`src/hdl/lbc_pkg.sv`:
```
// Package: offsets, reset values, field positions, timing and types of the lane B bank
package lbc_pkg;

	// ==========================================================
	// Register offsets
	localparam logic [7:0] OFS_B1_DEEMPH   = 8'h18;
	localparam logic [7:0] OFS_B1_SDTH     = 8'h19;
	localparam logic [7:0] OFS_RSV_1A      = 8'h1A;
	localparam logic [7:0] OFS_RSV_1B      = 8'h1B;
	localparam logic [7:0] OFS_B2_DETECT   = 8'h1C;
	localparam logic [7:0] OFS_B2_EQ       = 8'h1D;
	localparam logic [7:0] OFS_B2_SWING    = 8'h1E;
	localparam logic [7:0] OFS_B2_DEEMPH   = 8'h1F;

	// ==========================================================
	// Reset values
	localparam logic [7:0] RST_DEEMPH      = 8'h02;
	localparam logic [7:0] RST_SDTH        = 8'h00;
	localparam logic [7:0] RST_RSV         = 8'h00;
	localparam logic [7:0] RST_DETECT      = 8'h00;
	localparam logic [7:0] RST_EQ          = 8'h2F;
	localparam logic [7:0] RST_SWING       = 8'hAD;

	// ==========================================================
	// Field positions
	localparam int DEEMPH_LSB      = 0;
	localparam int STATUS_BIT      = 7;
	localparam int SD_ASSERT_LSB   = 2;
	localparam int SD_DEASSERT_LSB = 0;
	localparam int DET_MODE_LSB    = 2;
	localparam int SCP_BIT         = 7;
	localparam int SWING_LSB       = 0;

	// ==========================================================
	// Detect mode codes
	localparam logic [1:0] DET_FORCE_HIZ  = 2'h0;
	localparam logic [1:0] DET_AUTO_LIMIT = 2'h1;
	localparam logic [1:0] DET_AUTO_EVER  = 2'h2;
	localparam logic [1:0] DET_FORCE_TERM = 2'h3;

	// ==========================================================
	// Timing
	localparam int CLK_HZ            = 50_000_000;
	localparam int DETECT_PERIOD_MS  = 12;
	localparam int DETECT_WINDOW_MS  = 600;
	localparam int DETECT_PERIOD_CYC = DETECT_PERIOD_MS * (CLK_HZ / 1000);
	localparam int DETECT_ATTEMPTS   = DETECT_WINDOW_MS / DETECT_PERIOD_MS;
	localparam int PROBE_SETTLE_CYC  = 4;

	// ==========================================================
	// Types
	typedef enum logic [2:0] {DET_OFF, DET_WAIT, DET_PROBE, DET_FOUND, DET_GIVEUP} lbc_det_e;

	typedef struct packed {
		logic       wr;
		logic [7:0] addr;
		logic [7:0] data;
	} lbc_reg_req_s;

	typedef struct packed {
		logic [2:0] b1_deemph;
		logic [1:0] b1_sd_assert;
		logic [1:0] b1_sd_deassert;
		logic [2:0] b2_deemph;
		logic [7:0] b2_eq;
		logic [2:0] b2_swing;
		logic       b2_short_protect;
		logic       b2_terminated;
		logic       b2_probe;
	} lbc_lane_ctrl_s;

	typedef struct packed {
		logic [2:0]  b1_deemph;
		logic [7:0]  b1_sdth;
		logic [7:0]  rsv_1a;
		logic [7:0]  rsv_1b;
		logic [7:0]  b2_det;
		logic [7:0]  b2_eq;
		logic [7:0]  b2_swing;
		logic [2:0]  b2_deemph;
		lbc_det_e    det;
		logic [23:0] period_cnt;
		logic [5:0]  attempts;
		logic [2:0]  settle_cnt;
		logic        term;
		logic        probe;
		logic [1:0]  mode_last;
		logic [5:0]  pin_s1;
		logic [5:0]  pin_s2;
		logic        far_s1;
		logic        far_s2;
		logic [7:0]  rdata;
	} lbc_state_s;

endpackage

```
`src/hdl/lbc_lane_b_config.sv`:
```
// Lane B configuration register bank with far-end receiver detect sequencer
// ==========================================================
// Notes on behaviour
// - De-emphasis codes 0..7 select 0,-1.5,-3.5,-5,-6,-8,-9,-12 dB.
// - De-emphasis field resets to code 2 (-3.5 dB), not to 0 dB.
// - Assert threshold bits 3:2 pick 50/40/75/58 mVp-p, default 00.
// - De-assert threshold bits 1:0 pick 37/22/55/45 mVp-p, default 00.
// - Threshold fields act only with global override bit 6; else pins govern.
// - Detect mode 00 forces high impedance, 11 forces 50 ohm termination.
// - Mode 01 probes every 12 ms, 50 attempts, then stops if nothing found.
// - Mode 10 probes every 12 ms forever until a receiver is found.
// - Auto modes keep high impedance until detection, then terminate 50 ohm.
// - Detect mode field acts only with global override bit 3; else pin governs.
// - Equalization is a full byte resetting to 0x2F, four boost levels.
// - Swing register bit 7 enables short-circuit protection when set.
// - Swing ratio bits 2:0 select 0.57..1.04, default code 101.
// - De-emphasis bit 7 reads detect status: 1 terminated, 0 high impedance.
`timescale 1ns/1ps
`default_nettype none

module lbc_lane_b_config #(
	parameter int unsigned DETECT_PERIOD_CYC = lbc_pkg::DETECT_PERIOD_CYC,
	parameter int unsigned DETECT_ATTEMPTS   = lbc_pkg::DETECT_ATTEMPTS
) (
	// Clock and reset
	input  wire logic                    sys_clk,
	input  wire logic                    reset_n,
	// Management host register port
	input  wire lbc_pkg::lbc_reg_req_s   host_req,
	output logic [7:0]                   host_rdata,
	// Configuration EEPROM load port
	input  wire lbc_pkg::lbc_reg_req_s   eeprom_req,
	// Global override bits from register 0x08
	input  wire logic                    global_sd_override,
	input  wire logic                    global_detect_override,
	// Pin straps and analog sense, asynchronous
	input  wire logic [3:0]              sd_threshold_pin,
	input  wire logic [1:0]              detect_mode_pin,
	input  wire logic                    far_end_sense,
	// Detect status of lane B one, same clock
	input  wire logic                    lane_b1_terminated,
	// Analog lane controls
	output lbc_pkg::lbc_lane_ctrl_s      lane_ctrl
);

	lbc_pkg::lbc_state_s   s_reg;
	lbc_pkg::lbc_state_s   s_next;
	lbc_pkg::lbc_reg_req_s req;
	logic [1:0]            mode;

	// ==========================================================
	// Next state
	always_comb
	begin
		s_next = s_reg;
		s_next.probe = 1'b0;
		// Syncs: first stage is only copied onward
		s_next.pin_s1 = {detect_mode_pin, sd_threshold_pin};
		s_next.pin_s2 = s_reg.pin_s1;
		s_next.far_s1 = far_end_sense;
		s_next.far_s2 = s_reg.far_s1;

		// EEPROM wins a same-cycle clash; it only runs during power-up load
		req = eeprom_req.wr ? eeprom_req : host_req;
		if (req.wr)
		begin
			if (req.addr == lbc_pkg::OFS_B1_DEEMPH)
				s_next.b1_deemph = req.data[2:0];
			else if (req.addr == lbc_pkg::OFS_B1_SDTH)
				s_next.b1_sdth = req.data;
			else if (req.addr == lbc_pkg::OFS_RSV_1A)
				s_next.rsv_1a = req.data;
			else if (req.addr == lbc_pkg::OFS_RSV_1B)
				s_next.rsv_1b = req.data;
			else if (req.addr == lbc_pkg::OFS_B2_DETECT)
				s_next.b2_det = req.data;
			else if (req.addr == lbc_pkg::OFS_B2_EQ)
				s_next.b2_eq = req.data;
			else if (req.addr == lbc_pkg::OFS_B2_SWING)
				s_next.b2_swing = req.data;
			else if (req.addr == lbc_pkg::OFS_B2_DEEMPH)
				s_next.b2_deemph = req.data[2:0];
		end

		// Detect mode source
		mode = global_detect_override ? s_reg.b2_det[lbc_pkg::DET_MODE_LSB +: 2]
			: s_reg.pin_s2[5:4];
		s_next.mode_last = mode;

		// Any mode change restarts the sequence from scratch
		if (mode != s_reg.mode_last)
		begin
			s_next.period_cnt = 24'h000000;
			s_next.attempts   = 6'h00;
			s_next.settle_cnt = 3'h0;
			s_next.term       = (mode == lbc_pkg::DET_FORCE_TERM);
			if (mode == lbc_pkg::DET_AUTO_LIMIT || mode == lbc_pkg::DET_AUTO_EVER)
				s_next.det = lbc_pkg::DET_WAIT;
			else
				s_next.det = lbc_pkg::DET_OFF;
		end
		else
		begin
			case (s_reg.det)
				lbc_pkg::DET_OFF:
				begin
					s_next.term = (mode == lbc_pkg::DET_FORCE_TERM);
				end
				lbc_pkg::DET_WAIT:
				begin
					s_next.term = 1'b0;
					if (s_reg.period_cnt == 24'(DETECT_PERIOD_CYC - 1))
					begin
						s_next.period_cnt = 24'h000000;
						s_next.probe      = 1'b1;
						s_next.attempts   = s_reg.attempts + 6'h01;
						s_next.settle_cnt = 3'h0;
						s_next.det        = lbc_pkg::DET_PROBE;
					end
					else
						s_next.period_cnt = s_reg.period_cnt + 24'h000001;
				end
				lbc_pkg::DET_PROBE:
				begin
					// Period keeps running so probes stay exactly one period apart
					s_next.period_cnt = s_reg.period_cnt + 24'h000001;
					s_next.settle_cnt = s_reg.settle_cnt + 3'h1;
					if (s_reg.settle_cnt == 3'(lbc_pkg::PROBE_SETTLE_CYC - 1))
					begin
						if (s_reg.far_s2)
						begin
							s_next.det  = lbc_pkg::DET_FOUND;
							s_next.term = 1'b1;
						end
						else if (mode == lbc_pkg::DET_AUTO_LIMIT
							&& s_reg.attempts == 6'(DETECT_ATTEMPTS))
							s_next.det = lbc_pkg::DET_GIVEUP;
						else
							s_next.det = lbc_pkg::DET_WAIT;
					end
				end
				lbc_pkg::DET_FOUND:
				begin
					s_next.term = 1'b1;
				end
				default:
				begin
					s_next.term = 1'b0;
				end
			endcase
		end

		// Read data, registered; unmapped offsets read zero
		if (host_req.addr == lbc_pkg::OFS_B1_DEEMPH)
			s_next.rdata = {lane_b1_terminated, 4'h0, s_reg.b1_deemph};
		else if (host_req.addr == lbc_pkg::OFS_B1_SDTH)
			s_next.rdata = s_reg.b1_sdth;
		else if (host_req.addr == lbc_pkg::OFS_RSV_1A)
			s_next.rdata = s_reg.rsv_1a;
		else if (host_req.addr == lbc_pkg::OFS_RSV_1B)
			s_next.rdata = s_reg.rsv_1b;
		else if (host_req.addr == lbc_pkg::OFS_B2_DETECT)
			s_next.rdata = s_reg.b2_det;
		else if (host_req.addr == lbc_pkg::OFS_B2_EQ)
			s_next.rdata = s_reg.b2_eq;
		else if (host_req.addr == lbc_pkg::OFS_B2_SWING)
			s_next.rdata = s_reg.b2_swing;
		else if (host_req.addr == lbc_pkg::OFS_B2_DEEMPH)
			s_next.rdata = {s_reg.term, 4'h0, s_reg.b2_deemph};
		else
			s_next.rdata = 8'h00;
	end

	// ==========================================================
	// State register
	always_ff @(posedge sys_clk)
	begin
		if (!reset_n)
		begin
			s_reg            <= '0;
			s_reg.b1_deemph  <= lbc_pkg::RST_DEEMPH[2:0];
			s_reg.b1_sdth    <= lbc_pkg::RST_SDTH;
			s_reg.rsv_1a     <= lbc_pkg::RST_RSV;
			s_reg.rsv_1b     <= lbc_pkg::RST_RSV;
			s_reg.b2_det     <= lbc_pkg::RST_DETECT;
			s_reg.b2_eq      <= lbc_pkg::RST_EQ;
			s_reg.b2_swing   <= lbc_pkg::RST_SWING;
			s_reg.b2_deemph  <= lbc_pkg::RST_DEEMPH[2:0];
			s_reg.det        <= lbc_pkg::DET_OFF;
			s_reg.mode_last  <= lbc_pkg::DET_FORCE_HIZ;
		end
		else
			s_reg <= s_next;
	end

	// ==========================================================
	// Outputs
	always_comb
	begin
		lane_ctrl.b1_deemph        = s_reg.b1_deemph;
		// Pin code is used unless software has taken the thresholds over
		lane_ctrl.b1_sd_assert     = global_sd_override
			? s_reg.b1_sdth[lbc_pkg::SD_ASSERT_LSB +: 2] : s_reg.pin_s2[3:2];
		lane_ctrl.b1_sd_deassert   = global_sd_override
			? s_reg.b1_sdth[lbc_pkg::SD_DEASSERT_LSB +: 2] : s_reg.pin_s2[1:0];
		lane_ctrl.b2_deemph        = s_reg.b2_deemph;
		lane_ctrl.b2_eq            = s_reg.b2_eq;
		lane_ctrl.b2_swing         = s_reg.b2_swing[lbc_pkg::SWING_LSB +: 3];
		lane_ctrl.b2_short_protect = s_reg.b2_swing[lbc_pkg::SCP_BIT];
		lane_ctrl.b2_terminated    = s_reg.term;
		lane_ctrl.b2_probe         = s_reg.probe;
	end

	assign host_rdata = s_reg.rdata;

	// Gap counter restarts with the sequence, so a mode change that
	// restarts probing is not mistaken for a late probe
	logic [23:0] gap_cnt;
	logic        gap_seen;
	always_ff @(posedge sys_clk)
	begin
		if (!reset_n || s_reg.det == lbc_pkg::DET_OFF || mode != s_reg.mode_last)
		begin
			gap_cnt  <= 24'h000000;
			gap_seen <= 1'b0;
		end
		else if (s_reg.probe)
		begin
			gap_cnt  <= 24'h000001;
			gap_seen <= 1'b1;
		end
		else
			gap_cnt <= gap_cnt + 24'h000001;
	end
endmodule

`default_nettype wire

```
`config.mk`:
```
export PLATFORM = sky130hd
export DESIGN_NAME = lbc_lane_b_config
export DESIGN_NICKNAME = d
export VERILOG_FILES = /design/src/hdl/lbc_pkg.sv /design/src/hdl/lbc_lane_b_config.sv
export SDC_FILE = /design/constraint.sdc
export NUM_CORES = 1
export LEC_CHECK = 0
export CORE_AREA = 2 2 113 115
export CTS_CLUSTER_DIAMETER = 200
export DETAILED_ROUTE_END_ITERATION = 8
export DIE_AREA = 0 0 115 117
export DONT_BUFFER_PORTS = 1
export MAX_ROUTING_LAYER = met4
export PLACE_DENSITY = 0.65
export SLEW_MARGIN = 20
export SYNTH_ARGS = -nofsm -noshare
export SYNTH_HDL_FRONTEND = slang
export SYNTH_SLANG_ARGS = --single-unit
```
`constraint.sdc`:
```
create_clock -name sys_clk -period 2.45 [get_ports sys_clk]
set_input_delay 0.735 -clock sys_clk [delete_from_list [all_inputs] [get_ports sys_clk]]
set_output_delay 0.735 -clock sys_clk [all_outputs]
set_load 0.01 [all_outputs]
```
======== Word level (Yosys, flattened, before mapping) ========
Cells that the tools add are included.
operators by class
  $lt $le $gt $ge ......................... 0
  multiplexer cells ....................... 27
  shift-type cells ........................ 0
  reduce and logical (&&, ||, !) cells .... 20
  equal/unequal tests ..................... 30
  div/mod/pow operators ................... 0
  bitwise gates (word level) .............. 9
  add/sub/neg operators ................... 3
  $mul .................................... 0
operators by type and width
  cell                                              count
  == test 8 x 5 -> 1 bit (second input constant)    16
  two-way mux 8 bit                                 8
  case mux 27 bit (2 select lines)                  1
  two-way mux 37 bit                                1
  adder 24 x 1 -> 24 bit (second input constant)    1
  == test 24 x 20 -> 1 bit (second input constant)  1
  two-way mux 24 bit                                1
  two-way mux 17 bit                                1
  two-way mux 3 bit                                 4
  == test 3 x 2 -> 1 bit (second input constant)    3
  two-way mux 9 bit                                 1
  != test 3 bit (second input constant)             3
  inverter 1 bit                                    9
  AND reduction 9 bit                               1
  AND reduction 2 bit                               4
  AND reduction 8 bit                               1
  AND reduction 7 bit                               1
  adder 6 x 1 -> 6 bit (second input constant)      1
  == test 6 bit (second input constant)             1
  two-way mux 2 bit                                 3
  two-way mux 6 bit                                 1
  case mux 3 bit (2 select lines)                   1
  AND reduction 3 bit                               2
  AND reduction 6 bit                               1
  17 further kinds                                  22
storage, ports and cells
  output and inout port bits .............. 32
  RAM bits ................................ 0
  input bits .............................. 46
  memories kept ........................... 0
  ROM bits ................................ 0
  flip-flop bits (word level) ............. 116
  bits in latches ......................... 0
  logic and storage cells ................. 110

======== Depth between registers and ports, before layout ========
Gate-level depths: netlist of run 1.
  depth in word-level cells ............... 9
  gate-level depth with buffers ........... 8
  mapped depth without buffers ............ 8

======== Worst setup path before layout of run 1 ========
Ideal clock, no wire load.
  kind .................................... in2reg
  from .................................... input host_req[15] (netlist name)
  to ...................................... register s_reg, in the netlist lane_ctrl[3]
  arrival time ............................ 2.470 ns
  path buffers ............................ 1
  setup time .............................. 0.129 ns
  slack ................................... -0.149 ns
  required time ........................... 2.321 ns
  stages .................................. 6
  cell sequence ........................... nor4b_1 a22oi_1 or4b_2 buf_2 mux2i_1 nand2_1
on the way
  cells in the longest elaborated chain, start to end .. 4
  elaborated cells on any way between the ends .. 15
  those cells by class .................... eq/ne (7); mux (1); bitwise (6); reduce/logical (1)
ends and longest elaborated chain
  element                                         RTL line                  text
  start: declaration                              lbc_lane_b_config.sv:29   input wire lbc_pkg::lbc_reg_req_s host_req,
  two-way mux 17 bit (*)                          lbc_lane_b_config.sv:64   req = eeprom_req.wr ? eeprom_req : host_req;
  == test 8 x 5 -> 1 bit (tied with other cells)  lbc_lane_b_config.sv:77   else if (req.addr == lbc_pkg::OFS_B2_EQ)
  inverter 1 bit (no line)                        n/a
  AND reduction 8 bit (no line) (*)               n/a
  end signal: assignment                          lbc_lane_b_config.sv:193  s_reg <= s_next;
  end: declaration                                lbc_lane_b_config.sv:46   lbc_pkg::lbc_state_s s_reg;
Every way passes the cells marked *; elsewhere a longest branch is shown, timed or not.
A chain may end at the register's enable or synchronous reset.

======== Final worst setup path of run 1 ========
  from .................................... register s_reg[41] (netlist name)
  to ...................................... register s_reg[32] (netlist name)
on the way
  cells in the longest elaborated chain, start to end .. 2
ends and longest elaborated chain
  element                        RTL line                  text
  == test 24 x 20 -> 1 bit       lbc_lane_b_config.sv:112  if (s_reg.period_cnt == 24'(DETECT_PERIOD_CYC - 1))
  AND reduction 2 bit (no line)  n/a
No other way between the ends.

==> reports/results.ini, run 1 <==
[worst_setup_path]
rr_worst_depth = 5
worstSetupPathType = flip-flop to flip-flop
rr_startpoint = s_reg[41]
cp_max_fo = 11
crit_chain = or4_1, or4_4, or2_1, or3_1, a21oi_1
crit_slowest_cell = or4_1
arrival_ns = 2.65
startpoint = s_reg[41]
crit_path_end_kind = flip-flop
regToRegEndpoint = s_reg[32]
worst-path-buf-inv = 0
cp_slowest_stage_delay_ns = 0.53
path_delay_family = simple AND/OR/NAND/NOR gates
cp-start-kind = flip-flop
crit_required_ns = 2.78
rrSetupSlack_ns = 0.13

[logic_synthesis]
synth-adder-area-share_pct = 1.61
synth_xor_area_share_pct = 3.87
synth-simple-area-share_pct = 23.8
synth.distinct_cells = 46
synth-edff-count = 0
ys_ff_latch = 116
netlist_instances = 595
avgSynthCellArea_um2 = 9.12
ys.flop_type = dfxtp_1
synth.yosys.seq_area_share_pct = 42.8
async_flop_share_pct = 0
synth_top_family_by_area = simple AND/OR/NAND/NOR gates
synth_mux_area_share_pct = 15.0
synth.net_count = 648
syn_area_um2 = 5430
synth-compound-area-share_pct = 6.20
ys_warn_count = 0

[power]
p_clk_share_pct = 53.8
switchingPower_uw = 966
peakVddDrop_uv = 445
power.density_nw_per_um2 = 739
leakage_nw = 2.28
combPwrFrac_pct = 3.5
p_int_mw = 3.52
pwr-share-seq_pct = 42.7
p_sw_share_pct = 21.5

[finish]
syn2layout_area_growth_pct = 11.8
final_layout_size_suffix_gt1_share_pct = 14.6
final_cell_mix = dfxtp_1, nand2_1, nor2_1
largest_reg_flops = 81
nNetsFinal = 635
instances_no_fill = 746
final_common_cell = dfxtp_1

[floorplan]
io_pins = 78
core_um2 = 12300
initial_core_util_pct = 44.1
die_area_um2 = 13500
die_y_um = 117
die_width_um = 115
rows = 41

[timing]
report.final.slew_viol_count = 0
finalSetupViolations = 0
hold_ws_ns = 0.429
fmax_mhz = 431
slew_headroom_pct = 41.6
skew_ns = 0.00733
hold_viol = 0
final.min_clock_period_ns = 2.32
min_period_over_period_pct = 94.7
tightest_slew_ns = 0.872
rsz0062_at_grt = yes

[cts]
clkSlewWorstSetupHoldPaths_ns = 0.05
cts_tree = done
cts_root_buffer = clkbuf_16
ctsHoldBuffers = 0
cts_resized = 0
clock_latency_ns = 0.41
post_cts_buffers = 0
clkSinkCount = 116
cts.htree.levels = 4
cts_buffers = 17
clk_path_buf_depth = 2

[detailed_routing]
drt_iter0_markers = 215
wl_met3_um = 694
routedLengthMet1_um = 5510
antenna_left = 0
drc_errors = 0
via_per_inst = 5.40
wl_per_cell_um = 16.5
first_pass_iters = 5
drt-total-wl_um = 12300
dr_total_vias = 4032
top_layer = met4
dr_wl_met2_um = 5870

[global_routing]
grt_overflow_total = 0
grt_max_degree = 93
track_usage_pct = 19.4
grt_pass1_wl_um = 19600
antenna_found_initial = 1
grt_pass1_vias = 3968

[worst_hold_path]
hold_end = s_reg[15]
min_path_type = flip-flop to flip-flop
worstHoldStart = s_next[15]
whs_path_depth = 1

[placed_design]
numPortBuffers = 0
gp_congestion = 0.853
dp.cells = 713
dp_hpwl_um = 8550

[job]
max-cap-violations = 0

[status]
status = completed

-- power groups by stage --
stage / Clock (mW) / Combinational, mW / Sequential, mW
2_1_floorplan: 0 / 0.157 / 1.95
3_3_place_gp: 0 / 0.154 / 1.95
3_5_place_dp: 0 / 0.159 / 1.95
4_1_cts: 2.46 / 0.159 / 1.91
5_1_grt: 2.55 / 0.173 / 1.91
6_report: 2.41 / 0.159 / 1.91
-- metal layers --
layer | global-route usage (%) | up-vias
met5 | - | -
met4 | 8.27 | 0
met3 | 5.41 | 20
met2 | 30.9 | 98
met1 | 23.3 | 1889
li1 | - | 2025
-- Yosys cell counts (2+ instances only) --
master / count / share of area (%)
buf_6: 2 / 0.42
dfxtp_1: 116 / 43
nand4b_1: 2 / 0.32
mux4_2: 8 / 3.3
a22oi_1: 7 / 0.97
and2_1: 17 / 2.0
or4b_2: 2 / 0.37
nor2_1: 51 / 3.5
nor4_1: 4 / 0.46
or4_1: 3 / 0.42
xor2_1: 13 / 2.1
nor3_1: 17 / 1.6
nand2b_1: 2 / 0.23
mux2_2: 12 / 2.5
nand2_1: 81 / 5.6
nand3b_1: 2 / 0.28
nand4_1: 11 / 1.3
buf_4: 28 / 3.9
o21ai_0: 22 / 2.0
buf_1: 3 / 0.21
ha_1: 7 / 1.6
nor3b_1: 4 / 0.55
inv_1: 9 / 0.62
mux2i_1: 50 / 9.2
or2_2: 2 / 0.23
xnor2_1: 11 / 1.8
or3_1: 5 / 0.58
nor4_4: 2 / 0.78
nor4b_1: 4 / 0.65
clkbuf_1: 18 / 1.2
nor2b_1: 13 / 1.5
nand3_1: 26 / 2.4
buf_2: 3 / 0.28
a21oi_1: 23 / 2.1
a31oi_1: 4 / 0.46
-- logic make-up (layout without fill, tap and decap cells) --
logic type | after synthesis | after routing
AND/OR/NAND/NOR | 255 | 255
flip-flops | 116 | 116
multiplexers | 70 | 70
buffers and inverters | 63 | 63
AO/OA/AOI/OAI | 60 | 60
XOR/XNOR | 24 | 24
adder cells (fa/ha/maj) | 7 | 7
other | 0 | 1
-- final cells by class --
cell class | count | area [µm²]
Tap cell | 150 | 188
Sequential cell | 116 | 2320
Clock inverter | 13 | 133
Timing Repair Buffer | 22 | 165
Antenna cell | 1 | 2.50
Fill cell | 1147 | 6250
Multi-Input combinational cell | 416 | 2770
Clock buffer | 19 | 453
Inverter | 9 | 33.8
-- worst max path at each step --
stage                               to  cells after the start
after detailed placement  lane_ctrl[3]                      5
final                        s_reg[32]                      5
after global routing         s_reg[49]                      6
after CTS                    s_reg[32]                      5
after floorplan           lane_ctrl[3]                      6
after global placement    lane_ctrl[5]                      5
-- stage by stage --
| step | worst slack [ns] | utilization [%] | area (µm²) | total power, mW | setup TNS, ns |
|---|---|---|---|---|---|
| detailed placement | -0.0345 | 44.5 | 5480 | 2.11 | -0.169 |
| floorplan | 0.00119 | - | 5450 | 2.11 | 0 |
| CTS | 0.133 | 49.2 | 6060 | 4.53 | 0 |
| global placement | 0.0136 | 44.5 | 5480 | 2.11 | 0 |
| global route | -0.00988 | 49.2 | 6060 | 4.64 | -0.0274 |
| finish | 0.130 | 49.2 | 6060 | 4.48 | 0 |
Note: power is estimated with default switching activity, not from simulation.
==> run 2, diff against run 1 <==
Settings changed: BUFFER_PORTS_ARGS set to -buffer_cell sky130_fd_sc_hd__clkbuf_2, CORE_AREA 2 2 113 115 to 8 8 119 121, DIE_AREA 0 0 115 117 to 0 0 127 129, DONT_BUFFER_PORTS 1 to not set, PLACE_DENSITY 0.65 to 0.71, SKIP_LAST_GASP set to 1.
==> reports/results.ini, run 2 (synthesized netlist as in run 1, its figures left out) <==
[finish]
instances_no_fill = 834
final_layout_size_suffix_gt1_share_pct = 25.1
final_common_cell = dfxtp_1
nNetsFinal = 726
final_cell_mix = dfxtp_1, nand2_1, clkbuf_2
fin_util_pct = 53.4
n_antenna_cell = 0
final.fill_count = 1097
syn2layout_area_growth_pct = 21.1
largest_reg_flops = 81

[placed_design]
dp_hpwl_um = 9760
numPortBuffers = 77
dp.cells = 804
gp_congestion = 0.824

[floorplan]
die_width_um = 127
die_y_um = 129
die_area_um2 = 16400
rows = 41
core_um2 = 12300
io_pins = 78
initial_core_util_pct = 44.1

[detailed_routing]
drt-total-wl_um = 13000
drt_iter0_markers = 361
wl_per_cell_um = 15.6
via_per_inst = 5.32
dr_total_vias = 4436
drc_errors = 0
antenna_left = 0
first_pass_iters = 6

[cts]
cts_root_buffer = clkbuf_16
clk_path_buf_depth = 2
clkSinkCount = 116
post_cts_buffers = 0
cts.htree.levels = 4
cts_resized = 0
clock_latency_ns = 0.41
cts_buffers = 17
cts_tree = done
clkSlewWorstSetupHoldPaths_ns = 0.05
ctsHoldBuffers = 0

[worst_setup_path]
crit_path_end_kind = flip-flop
cp_max_fo = 8
worstSetupPathType = flip-flop to flip-flop
cp_slowest_stage_delay_ns = 0.53
crit_slowest_cell = or4_1
crit_required_ns = 2.78
crit_chain = or4_1, or4_4, or2_1, or3_1, a21oi_1
cp-start-kind = flip-flop
startpoint = s_reg[41]
arrival_ns = 2.59
rr_startpoint = s_reg[41]

[timing]
report.final.slew_viol_count = 0
skew_ns = 0.00958
final.min_clock_period_ns = 2.26
hold_viol = 0
fin_tns_setup_ns = 0
fmax_mhz = 443
tightest_slew_ns = 0.828
min_period_over_period_pct = 92.2
rsz0062_at_grt = no
slew_headroom_pct = 44.5
finalSetupViolations = 0
hold_ws_ns = 0.429

[global_routing]
antenna_found_initial = 0
grt_overflow_total = 0
grt_pass1_wl_um = 21900
track_usage_pct = 17.2
grt_max_degree = 38
grt_pass1_vias = 4639

[power]
leakage_nw = 2.68
power.density_nw_per_um2 = 698
peakVddDrop_uv = 542
p_total_mw = 4.58

[status]
status = completed

[job]
max-cap-violations = 0

[worst_hold_path]
worstHoldStart = s_next[12]
min_path_type = flip-flop to flip-flop

[run 2: cell count changes in the layout (fill, tap and decap cells not counted)]
| cell | previous run | this run |
|---|---|---|
| buf_4 | 22 | 34 |
| diode_2 | 1 | 0 |
| buf_12 | 0 | 2 |
| clkinv_4 | 1 | 0 |
| clkinvlp_4 | 4 | 0 |
| clkinv_2 | 5 | 2 |
| inv_6 | 1 | 0 |
| clkbuf_2 | 0 | 77 |
| clkbuf_1 | 0 | 4 |
| clkbuf_8 | 2 | 5 |
[run 2: final timing paths]
path | slack (ns) | cells after the start | endpoint
min reg2reg | 0.43 | 1 | s_reg[12]
max | 0.19 | 5 | s_reg[32]
min | 0.43 | 1 | s_reg[12]
max reg2reg | 0.19 | 5 | s_reg[32]
[run 2: final cells by class]
class,instances,area [µm²],share of cell area [%]
clock buffer,26,509,7.75
clock inverter,4,70.1,1.07
timing repair buffer,113,681,10.4
multi-input combinational,416,2770,42.1
inverter,9,33.8,0.514
tap,150,188,2.86
sequential,116,2320,35.3
[run 2: metal layers]
metal | routed length (µm) | part of all wire, % | global-route usage, % | up-vias
li1 | - | - | - | 2192
met1 | 5860 | 45 | 19.4 | 2110
met2 | 6340 | 49 | 28.3 | 114
met3 | 595 | 4.6 | 4.96 | 20
met4 | 174 | 1.3 | 6.58 | 0
met5 | 0 | 0 | - | -
[run 2: metrics by stage]
stage          worst slack (ns)  cell area (µm²)
6_report                  0.190             6570
2_1_floorplan           0.00119             5450
3_3_place_gp            -0.0464             5990
5_1_grt                  0.0778             6570
4_1_cts                   0.188             6570
3_5_place_dp            -0.0839             5990
[run 2: worst max-delay path: cells and delay by family (launching register included)]
family	cells	cell delay, ns
simple gates	4	1.72
flops	1	0.33
compound gates	1	0.14
[run 2: power breakdown]
group	internal, mW	leakage [nW]	switching (mW)	total (mW)
Clock	1.62	0.286	0.799	2.41
Sequential	1.91	0.938	0.00815	1.91
Combinational	0.109	1.45	0.145	0.255
